[src/rtl/acss_pkg.sv]
// Purpose: shared constants and types of the channel sequencing block
// Assumes: 32-bit APB data, one register per aligned word
// Notes:   result views hold 10-bit samples
package acss_pkg;
    localparam int unsigned ACSS_SLOTS  = 8;
    localparam int unsigned ACSS_RES_W  = 10;

    // register byte offsets
    localparam logic [7:0] ACSS_CTRL_OFS = 8'h00;
    localparam logic [7:0] ACSS_STAT_OFS = 8'h04;
    // view windows, selected by paddr[7:5]
    localparam logic [2:0] ACSS_RJU_WIN  = 3'h2;
    localparam logic [2:0] ACSS_LJS_WIN  = 3'h3;
    localparam logic [2:0] ACSS_LJU_WIN  = 3'h4;

    // control word fields
    localparam int unsigned ACSS_SCAN_BIT  = 6;
    localparam int unsigned ACSS_SWEEP_BIT = 5;
    localparam int unsigned ACSS_EIGHT_BIT = 4;
    localparam logic [6:0]  ACSS_CTRL_RST  = 7'h00;

    // status word fields
    localparam int unsigned ACSS_DONE_BIT = 15;

    // channel codes of the reference set
    localparam logic [3:0] ACSS_CH_HIGH = 4'hC;
    localparam logic [3:0] ACSS_CH_LOW  = 4'hD;
    localparam logic [3:0] ACSS_CH_HALF = 4'hE;
    localparam logic [3:0] ACSS_CH_TEST = 4'hF;

    // last slot index of each sequence length
    localparam logic [2:0] ACSS_LAST4 = 3'h3;
    localparam logic [2:0] ACSS_LAST8 = 3'h7;

    typedef enum logic [1:0] {
        ACSS_IDLE,
        ACSS_START,
        ACSS_WAIT
    } acss_state_e;

    typedef enum logic [1:0] {
        ACSS_VIEW_RU,
        ACSS_VIEW_LS,
        ACSS_VIEW_LU
    } acss_view_e;
endpackage

[src/rtl/acss_slot_store.sv]
// Purpose: eight result slots and their three read formats
// Assumes: one write port from the sequencer, combinational read
// Notes:   format depends only on the view asked for
module acss_slot_store
    import acss_pkg::*;
#(
    parameter int unsigned SLOTS = ACSS_SLOTS,
    parameter int unsigned RES_W = ACSS_RES_W
) (
    // clock and reset
    input  wire logic                     clk,
    input  wire logic                     rst_n,
    // write side
    input  wire logic                     wr_en,
    input  wire logic [$clog2(SLOTS)-1:0] wr_slot,
    input  wire logic [RES_W-1:0]         wr_data,
    // read side
    input  wire logic [$clog2(SLOTS)-1:0] rd_slot,
    input  acss_view_e                    rd_view,
    output logic [15:0]                   rd_data
);
    logic [RES_W-1:0] slot_q [SLOTS];
    logic [RES_W-1:0] slot_d [SLOTS];
    logic [RES_W-1:0] sample;

    always_comb begin
        for (int i = 0; i < SLOTS; i++) begin
            slot_d[i] = slot_q[i];
        end
        if (wr_en) begin
            slot_d[wr_slot] = wr_data;
        end
    end

    always_ff @(posedge clk or negedge rst_n) begin
        if (!rst_n) begin
            for (int i = 0; i < SLOTS; i++) begin
                slot_q[i] <= '0;
            end
        end else begin
            for (int i = 0; i < SLOTS; i++) begin
                slot_q[i] <= slot_d[i];
            end
        end
    end

    // signed view: midscale is zero, so flipping the top bit gives two's complement
    always_comb begin
        sample = slot_q[rd_slot];
        unique case (rd_view)
            ACSS_VIEW_RU: rd_data = 16'({sample});
            ACSS_VIEW_LS: rd_data = 16'({~sample[RES_W-1], sample[RES_W-2:0]} << (16 - RES_W));
            ACSS_VIEW_LU: rd_data = 16'({sample} << (16 - RES_W));
            default:      rd_data = 16'h0000;
        endcase
    end
endmodule

[src/rtl/acss_top.sv]
// Purpose: channel selection and result slot sequencing of the converter
// Assumes: converter core runs on pclk; conv_done is a one-cycle pulse
// Notes:   registers over APB, zero wait states, two-cycle transfers
//
// Decided for this implementation: the APB slave port and the register offsets.

module acss_top
    import acss_pkg::*;
(
    // clock and reset
    input  wire logic        pclk,
    input  wire logic        presetn,
    // apb slave
    input  wire logic        psel,
    input  wire logic        penable,
    input  wire logic        pwrite,
    input  wire logic [7:0]  paddr,
    input  wire logic [31:0] pwdata,
    output logic             pready,
    output logic [31:0]      prdata,
    output logic             pslverr,
    // converter core
    output logic             conv_start,
    output logic             conv_abort,
    output logic [3:0]       channel_code,
    input  wire logic        conv_done,
    input  wire logic [9:0]  conv_result,
    // analog multiplexer selects
    output logic [7:0]       analog_select,
    output logic             high_reference_sel,
    output logic             low_reference_sel,
    output logic             half_span_sel,
    output logic             test_sel
);
    acss_state_e state_q, state_d;
    logic [6:0]  ctrl_q, ctrl_d;
    logic [2:0]  cnt_q, cnt_d;
    logic [7:0]  flg_q, flg_d;
    logic        sqd_q, sqd_d;
    logic        first_q, first_d;
    logic        start_q, start_d;
    logic        abort_q, abort_d;
    logic [3:0]  code_q, code_d;
    logic [7:0]  asel_q, asel_d;
    logic [3:0]  rsel_q, rsel_d;
    logic        rdy_q, rdy_d;
    logic        err_q, err_d;
    logic [31:0] rdata_q, rdata_d;

    logic        setup;
    logic        xfer_done;
    logic        ctrl_wr;
    logic        view_hit;
    logic        reg_hit;
    logic        slot_rd;
    logic        slot_wr;
    logic        last_slot;
    logic [2:0]  last_idx;
    logic [15:0] view_data;
    acss_view_e  view_sel;

    // ---------------- apb decode ----------------
    assign setup     = psel && !penable;
    assign xfer_done = psel && penable && rdy_q;
    assign ctrl_wr   = xfer_done && pwrite && (paddr == ACSS_CTRL_OFS);

    always_comb begin
        view_hit = (paddr[1:0] == 2'h0);
        unique case (paddr[7:5])
            ACSS_RJU_WIN: view_sel = ACSS_VIEW_RU;
            ACSS_LJS_WIN: view_sel = ACSS_VIEW_LS;
            ACSS_LJU_WIN: view_sel = ACSS_VIEW_LU;
            default: begin
                view_sel = ACSS_VIEW_RU;
                view_hit = 1'b0;
            end
        endcase
    end

    // views are read only; a write there is refused
    assign reg_hit = (paddr == ACSS_CTRL_OFS) || (paddr == ACSS_STAT_OFS)
                   || (view_hit && !pwrite);
    assign slot_rd = xfer_done && !pwrite && view_hit;

    acss_slot_store #(
        .SLOTS (ACSS_SLOTS),
        .RES_W (ACSS_RES_W)
    ) u_slots (
        .clk     (pclk),
        .rst_n   (presetn),
        .wr_en   (slot_wr),
        .wr_slot (cnt_q),
        .wr_data (conv_result),
        .rd_slot (paddr[4:2]),
        .rd_view (view_sel),
        .rd_data (view_data)
    );

    // read data captured in setup, so the access phase needs no wait
    always_comb begin
        rdy_d   = setup;
        err_d   = setup && !reg_hit;
        rdata_d = 32'h0000_0000;
        if (setup && !pwrite) begin
            if (paddr == ACSS_CTRL_OFS) begin
                rdata_d = {25'h0000000, ctrl_q};
            end else if (paddr == ACSS_STAT_OFS) begin
                rdata_d = {16'h0000, sqd_q, 4'h0, cnt_q, flg_q};
            end else if (view_hit) begin
                rdata_d = {16'h0000, view_data};
            end
        end
    end

    always_ff @(posedge pclk or negedge presetn) begin
        if (!presetn) begin
            rdy_q   <= 1'b0;
            err_q   <= 1'b0;
            rdata_q <= 32'h0000_0000;
        end else begin
            rdy_q   <= rdy_d;
            err_q   <= err_d;
            rdata_q <= rdata_d;
        end
    end

    // ---------------- sequencer ----------------
    assign last_idx  = ctrl_q[ACSS_EIGHT_BIT] ? ACSS_LAST8 : ACSS_LAST4;
    assign last_slot = (cnt_q == last_idx);

    // slot number maps straight into the low code bits when sweeping
    function automatic logic [3:0] acss_code(input logic [6:0] c, input logic [2:0] n);
        if (!c[ACSS_SWEEP_BIT]) begin
            return c[3:0];
        end else if (!c[ACSS_EIGHT_BIT]) begin
            return {c[3:2], n[1:0]};
        end else begin
            return {c[3], n};
        end
    endfunction

    always_comb begin
        state_d = state_q;
        ctrl_d  = ctrl_q;
        cnt_d   = cnt_q;
        flg_d   = flg_q;
        sqd_d   = sqd_q;
        first_d = first_q;
        start_d = 1'b0;
        abort_d = 1'b0;
        slot_wr = 1'b0;
        // clear by read first, so a finishing conversion below wins
        if (slot_rd) begin
            flg_d[paddr[4:2]] = 1'b0;
        end
        unique case (state_q)
            ACSS_IDLE: begin
            end
            ACSS_START: begin
                start_d = 1'b1;
                state_d = ACSS_WAIT;
            end
            ACSS_WAIT: begin
                if (conv_done) begin
                    // reserved codes stored like any other
                    slot_wr       = 1'b1;
                    flg_d[cnt_q]  = 1'b1;
                    if (last_slot) begin
                        cnt_d   = 3'h0;
                        sqd_d   = sqd_q || first_q;
                        first_d = 1'b0;
                        state_d = ctrl_q[ACSS_SCAN_BIT] ? ACSS_START : ACSS_IDLE;
                    end else begin
                        cnt_d   = cnt_q + 3'h1;
                        state_d = ACSS_START;
                    end
                end
            end
        endcase
        // a control write beats everything, including a result landing now
        if (ctrl_wr) begin
            ctrl_d  = pwdata[6:0];
            abort_d = (state_q != ACSS_IDLE);
            slot_wr = 1'b0;
            flg_d   = 8'h00;
            sqd_d   = 1'b0;
            cnt_d   = 3'h0;
            first_d = 1'b1;
            state_d = ACSS_START;
        end
    end

    // decode of the code that the next conversion will use
    always_comb begin
        code_d = acss_code(ctrl_d, cnt_d);
        asel_d = 8'h00;
        rsel_d = 4'h0;
        if (!code_d[3]) begin
            asel_d[code_d[2:0]] = 1'b1;
        end else if (code_d[2]) begin
            rsel_d[code_d[1:0]] = 1'b1;
        end
    end

    always_ff @(posedge pclk or negedge presetn) begin
        if (!presetn) begin
            state_q <= ACSS_IDLE;
            ctrl_q  <= ACSS_CTRL_RST;
            cnt_q   <= 3'h0;
            flg_q   <= 8'h00;
            sqd_q   <= 1'b0;
            first_q <= 1'b0;
            start_q <= 1'b0;
            abort_q <= 1'b0;
            code_q  <= 4'h0;
            // code 0 is input 0, so the select agrees with the code from reset on
            asel_q  <= 8'h01;
            rsel_q  <= 4'h0;
        end else begin
            state_q <= state_d;
            ctrl_q  <= ctrl_d;
            cnt_q   <= cnt_d;
            flg_q   <= flg_d;
            sqd_q   <= sqd_d;
            first_q <= first_d;
            start_q <= start_d;
            abort_q <= abort_d;
            code_q  <= code_d;
            asel_q  <= asel_d;
            rsel_q  <= rsel_d;
        end
    end

    assign pready             = rdy_q;
    assign pslverr            = err_q;
    assign prdata             = rdata_q;
    assign conv_start         = start_q;
    assign conv_abort         = abort_q;
    assign channel_code       = code_q;
    assign analog_select      = asel_q;
    assign high_reference_sel = rsel_q[0];
    assign low_reference_sel  = rsel_q[1];
    assign half_span_sel      = rsel_q[2];
    assign test_sel           = rsel_q[3];

    logic done_ok;
    assign done_ok = (state_q == ACSS_WAIT) && conv_done && !ctrl_wr;
endmodule

[config.mk]
export PLATFORM = sky130hd
export DESIGN_NAME = acss_top
export DESIGN_NICKNAME = d
export VERILOG_FILES = /design/src/rtl/acss_pkg.sv /design/src/rtl/acss_slot_store.sv /design/src/rtl/acss_top.sv
export SDC_FILE = /design/constraint.sdc
export NUM_CORES = 1
export LEC_CHECK = 0
export ABC_AREA = 1
export BUFFER_PORTS_ARGS = -buffer_cell sky130_fd_sc_hd__buf_2
export CORE_UTILIZATION = 27
export DETAILED_ROUTE_END_ITERATION = 6
export GPL_TIMING_DRIVEN = 0
export PLACE_DENSITY = 0.48
export SYNTH_ARGS = -nofsm -noshare
export SYNTH_HDL_FRONTEND = slang
export SYNTH_HIERARCHICAL = 1
export SYNTH_SLANG_ARGS = --single-unit
export TNS_END_PERCENT = 1
[constraint.sdc]
create_clock -name pclk -period 3.99 [get_ports pclk]
set_clock_uncertainty 0.05 [all_clocks]
set_input_delay 0.399 -clock pclk [delete_from_list [all_inputs] [get_ports pclk]]
set_output_delay 0.399 -clock pclk [all_outputs]
set_load 0.02 [all_outputs]
# [Yosys cells after proc, flatten, opt, wreduce, memory -nomap -nowiden]
# Cells that the tools add are included.
# Widths: inputs -> output; s select.
[totals] input_bits=56 output_inout_bits=52 reg_bits=154 ramBits=0 mem_count=0 elab_cells=137 rom_bits=0 latchBits=0
[op_classes] mul=0 mux=54 n_div=0 n_shift=0 n_reduce_logical=32 n_eq_ne=10 magnitude_cmp=11 n_bitwise=6 n_addsub=1
[ops] cell="$bwmux 80" n=1
[ops] cell="$mux 16" n=4
[ops] cell="$pmux 16 s3" n=1
[ops] cell="$mux 8" n=5
[ops] cell="$bmux 10 s3" n=1
[ops] cell="$demux 10 s3" n=1
[ops] cell="$mux 10" n=3
[ops] cell="$mux 3" n=7
[ops] cell="$mux 1" n=20
[ops] cell="$logic_and 1x1->1" n=15
[ops] cell="$lt 3x4->1 const B" n=3
[ops] cell="$demux 1 s3" n=3
[ops] cell="$ge 3x1->1 const B" n=3
[ops] cell="$and 8x8->8" n=1
[ops] cell="$eq 8x3->1 const B" n=1
[ops] cell="$ge 4x4->1 const B" n=2
[ops] cell="$logic_not 8->1" n=1
[ops] cell="$mux 4" n=2
[ops] cell="$not 3->4" n=2
[ops] cell="$not 8->8" n=1
[ops] cell="$or 8x8->8" n=1
[ops] cell="$pmux 2 s2" n=2
[ops] cell="$reduce_bool 2->1" n=4
[ops] cell="$eq 3x2->1 const B" n=2
[ops] cell="other kinds (20)" n=28

# [Depth between registers and ports, before layout]
[depth] ltp_word=14 depth_mapped=13 ltp_nobuf=13

# [Hierarchy]
# Netlist, hierarchy kept.
[by_module_without_submodules] mod="acss_slot_store" area_per_inst_um2=3858.7 seq_area_each_um2=2001.9 instances=1 cells_per_inst=493
[by_module_without_submodules] mod="acss_top" area_per_inst_um2=2835.2 seq_area_each_um2=1427.6 instances=1 cells_per_inst=331

# [Worst setup path after synthesis]
# No wires, ideal clock.
[synth_timing] kind="flip-flop to flip-flop" from="register rdy_q (netlist: pready)" to="register u_slots/slot_q[11] (netlist bit)" path_buffers=2 required_time_ps=3807 stages_incl_launch_ff=12 setup_ps=133 slack_ps=1926 synth_period_minus_slack_ps=2064 arrival_time_ps=1881 cell_sequence="dfrtp_1 > nand3_1 > nor2_4 > nand2_8 > clkinv_4 > clkbuf_1 > nor2_1 > inv_1 > nor2_2 > nand3_1 > clkbuf_1 > o21ai_0"
[synth_between] elab_chain_cells=4
[synth_rtl] element="start: declaration" line_no="acss_top.sv:46" source="logic rdy_q, rdy_d;"
[synth_rtl] element="start signal: assignment" line_no="acss_top.sv:121" source="rdy_q <= rdy_d;"
[synth_rtl] element="$logic_and 1x1->1" line_no="acss_top.sv:64" source="assign xfer_done = psel && penable && rdy_q;"
[synth_rtl] element="$logic_and 1x1->1 (2 in a row)" line_no="acss_top.sv:65" source="assign ctrl_wr = xfer_done && pwrite && (paddr == ACSS_CTRL_OFS);"
[synth_rtl] element="$mux 1" line_no="acss_top.sv:181" source="if (ctrl_wr) begin"
[synth_rtl] element="via slot_wr" line_no="acss_top.sv:56" source="logic slot_wr;"
[synth_rtl] element="end signal: indexed assignment" line_no="acss_slot_store.sv:42" source="slot_q[i] <= slot_d[i];"
[synth_rtl] element="end: declaration" line_no="acss_slot_store.sv:22" source="logic [RES_W-1:0] slot_q [SLOTS];"
# The timed path passes the listed nets, and every way through them passes these cells.
# A chain may end at the register's enable or synchronous reset.

# [Worst setup path after layout]
[layout_timing] from="register rdy_q (netlist: pready)" to="register u_slots/slot_q[44] (netlist bit)"
# The elaborated chain is that of the path after synthesis.

==> metrics.csv <==
stage,metric,value,unit
place,Post-DP HPWL,13700,um
finish,layout net count,983,
grt,largest net degree at the start of global routing,78,
routing,Routed WL,19200,um
routing,DRT Pass-1 Iters,5,
grt,vias in the first global route,5436,
critical_path,"Req. time, crit path",4.22,ns
synthesis,syn avg cell area,8.12,um^2
critical_path,"Arr. time, crit path",2.85,ns
critical_path,worst r2r dst,u_slots/slot_q[44],
grt,global-route wire length before repair,30600,um
pwr,overall power,3340,uW
synthesis,Synth area leaders,"dfrtp_1, nand2_1, o21ai_0, nor2_1, nand3_1",
synthesis,Most used DFF post-synth,dfrtp_1,
finish,fin cells,1261,
die,Starting Density,27.5,%
synthesis,Synth area leader,dfrtp_1,
hold_path,hold_sp,penable,
sta,Least-Margin Pin Slew,0.569,ns
critical_path,worst setup path category,flip-flop to flip-flop,
routing,via/cell ratio,4.51,
status,run status,finished clean,
place,number of I/O port buffers,66,
critical_path,critical path cell sequence,nand3_1 > nor2_4 > nand2_8 > clkinv_4 > clkbuf_1 > nor2_1 > nand2_1 > inv_1 > nand2_1 > clkbuf_1 > o21ai_0,
routing,Residual DRC,0,
pwr,Flop pwr share,42.5,%
synthesis,number of warnings issued by yosys,6,
synthesis,"Distinct cells, synth",40,
run,Max Cap Viol,0,
die,IO Pins,108,
synthesis,area fraction of the dominant cell type after synthesis,50.8,%
pwr,Cell Pwr Density,410,mW/mm^2
critical_path,CP Max Fanout,10,
sta,Hold WS,0.115,ns
place,dpl cells,1230,
critical_path,Critical Path Start Type,flip-flop,
routing,total number of vias,5691,
synthesis,sequential area share after synthesis,51.2,%
synthesis,top-count cell post-synth,nand2_1,
die,Rows,57,
critical_path,R2R Setup Slk,1.37,ns
clocking,Clock transition at path regs,0.06,ns
pwr,clock share of power,49.8,%
hold_path,HP Class,primary input to flip-flop,
sta,Final Hold Vio Count,0,
die,core area,0.0243,mm^2
sta,Period minus WS final,2.62,ns
clocking,Post-CTS Setup Repair Bufs,0,
routing,Post-DRT Antenna Nets,0,
pwr,VDD IR max,0.000325,V
routing,drt initial violations,430,
synthesis,"EDFF count, synth",0,
synthesis,Synth Instances,824,
sta,final cycle utilization of the critical path,65.6,%
die,Die W,159,um
grt,initial antenna violation count,0,
finish,n_diodes,0,
synthesis,synthesized flop and latch total,137,
pwr,Pleak,0.00405,uW
hold_path,Hold Crit Endpoint,pready,
synthesis,"top cells by count, synth","nand2_1, dfrtp_1, o21ai_0",
clocking,TritonCTS clock tree,done,
finish,share of post-route cells with drive strength above 1,18.7,%
synthesis,mapped cell area,0.00669,mm^2
critical_path,critical path endpoint category,flip-flop,
sta,setup TNS,0,ns
sta,RSZ-0062 raised after global routing,false,
clocking,CTS H-tree lvls,4,
clocking,# resized after CTS,0,
sta,Max Clk Rate,382,MHz
clocking,Max Root-Sink Buffers,2,
pwr,switching pwr,797,uW
sta,# setup viols final,0,
critical_path,FF-to-FF path depth,11,
pwr,Net Sw Frac,23.9,%
pwr,Logic pwr share,7.7,%
finish,area growth from synthesis to layout,21.7,%
clocking,TritonCTS Sinks,137,
finish,Post-Route Utilization,33.5,%
routing,mean routed wirelength per cell,15.2,um
clocking,cts bufs inserted,17,
sta,Max-slew headroom,62.1,%
critical_path,FF-to-FF Start,pready,
die,Die Y,159,um
critical_path,CP max stage delay,0.43,ns
critical_path,crit path max-delay cell type,clkbuf_1,
die,die footprint,0.0254,mm^2
sta,Final Max Slew Viols,0,
place,gp weighted congestion,0.816,
hold_path,Hold Crit Depth,2,
pwr,P_int,2540,uW
grt,gr usage total,15.8,%
clocking,Root Buffer,clkbuf_16,
grt,Overflow after GRT,0,
clocking,Clock Latency Late Sink,0.42,ns
synthesis,Synth async-reset ratio,100,%
-- power groups by stage --
| stage | logic (uW) | clock network (uW) | registers, uW |
|---|---|---|---|
| after global routing | 288 | 1760 | 1420 |
| after detailed placement | 260 | 0 | 1440 |
| after CTS | 261 | 1700 | 1420 |
| after global placement | 256 | 0 | 1440 |
| final | 258 | 1660 | 1420 |
| after floorplan | 146 | 0 | 1440 |
-- what timing repair did --
action                     4_1_cts  5_1_grt
hold buffers                     1        0
hold endpoints to repair        59        0
setup endpoints to repair        0        0
-- metrics by stage --
step	instance area [um^2]	worst slack, ns
CTS	8140	1.33
global route	8140	1.10
global placement	7490	0.375
detailed placement	7520	0.988
finish	8140	1.37
floorplan	6750	1.93
-- cells by family after synthesis --
logic type / synth area share (%)
buf+inv: 9.51
compound gates: 13.2
other cells: 0.0560
flops: 51.2
simple gates: 25.8
fa+ha+maj: 0.187
-- final cells by class --
cell class                 instances  area (um^2)
sequential                       137         3430
inverter                          78          300
tap                              324          405
fill                            2581        16200
buffer                            51          337
timing repair buffer              68          374
multi-input combinational        573         2680
clock inverter                    11          171
clock buffer                      19          443
-- layer usage --
layer / global-route usage [%] / vias up / routed length (um)
met3: 2.34 / 17 / 695
met4: 4.81 / 0 / 267
met2: 25.2 / 132 / 8900
met5: 0 / - / 0
li1: - / 2810 / -
met1: 22.1 / 2732 / 9350
-- sequential cells by signal, indices dropped and copies added, names as in the netlist --
signal,count
pslverr,1
state_q,2
conv_start,1
conv_abort,1
cnt_q,3
flg_q,8
prdata,16
rsel_q,4
u_slots/slot_q,80
pready,1
channel_code,3
sqd_q,1
analog_select,8
first_q,1
ctrl_q,7
-- worst max-delay path: cells and delay by family (launching register included) --
kind,cells,cell delay [ns]
compound gates,1,0.15
buf+inv,4,0.97
flops,1,0.34
simple gates,6,0.95
-- how the worst max path moves through the flow --
stage,slack (ns),to,startpoint
2_1_floorplan,1.93,u_slots/slot_q[11],pready
3_3_place_gp,0.37,u_slots/slot_q[43],presetn
3_5_place_dp,0.99,u_slots/slot_q[42],paddr[1]
4_1_cts,1.33,u_slots/slot_q[41],pready
5_1_grt,1.10,u_slots/slot_q[24],pready
6_report,1.37,u_slots/slot_q[44],pready
-- cell usage in the layout (no fill, tap or decap), drive strengths merged, types with 4 or more instances in the layout --
cell type  synthesis  layout
o211ai            16      16
nand3             57      57
buf               33     100
nand2            229     229
dfrtp            136     136
inv               76      77
o21ai            125     125
clkbuf            18      37
bufinv             0       4
clkinv             2       6
a21oi             18      18
nor2             102     102
conb               1      16
No activity file was read; power rests on OpenSTA's default activity.
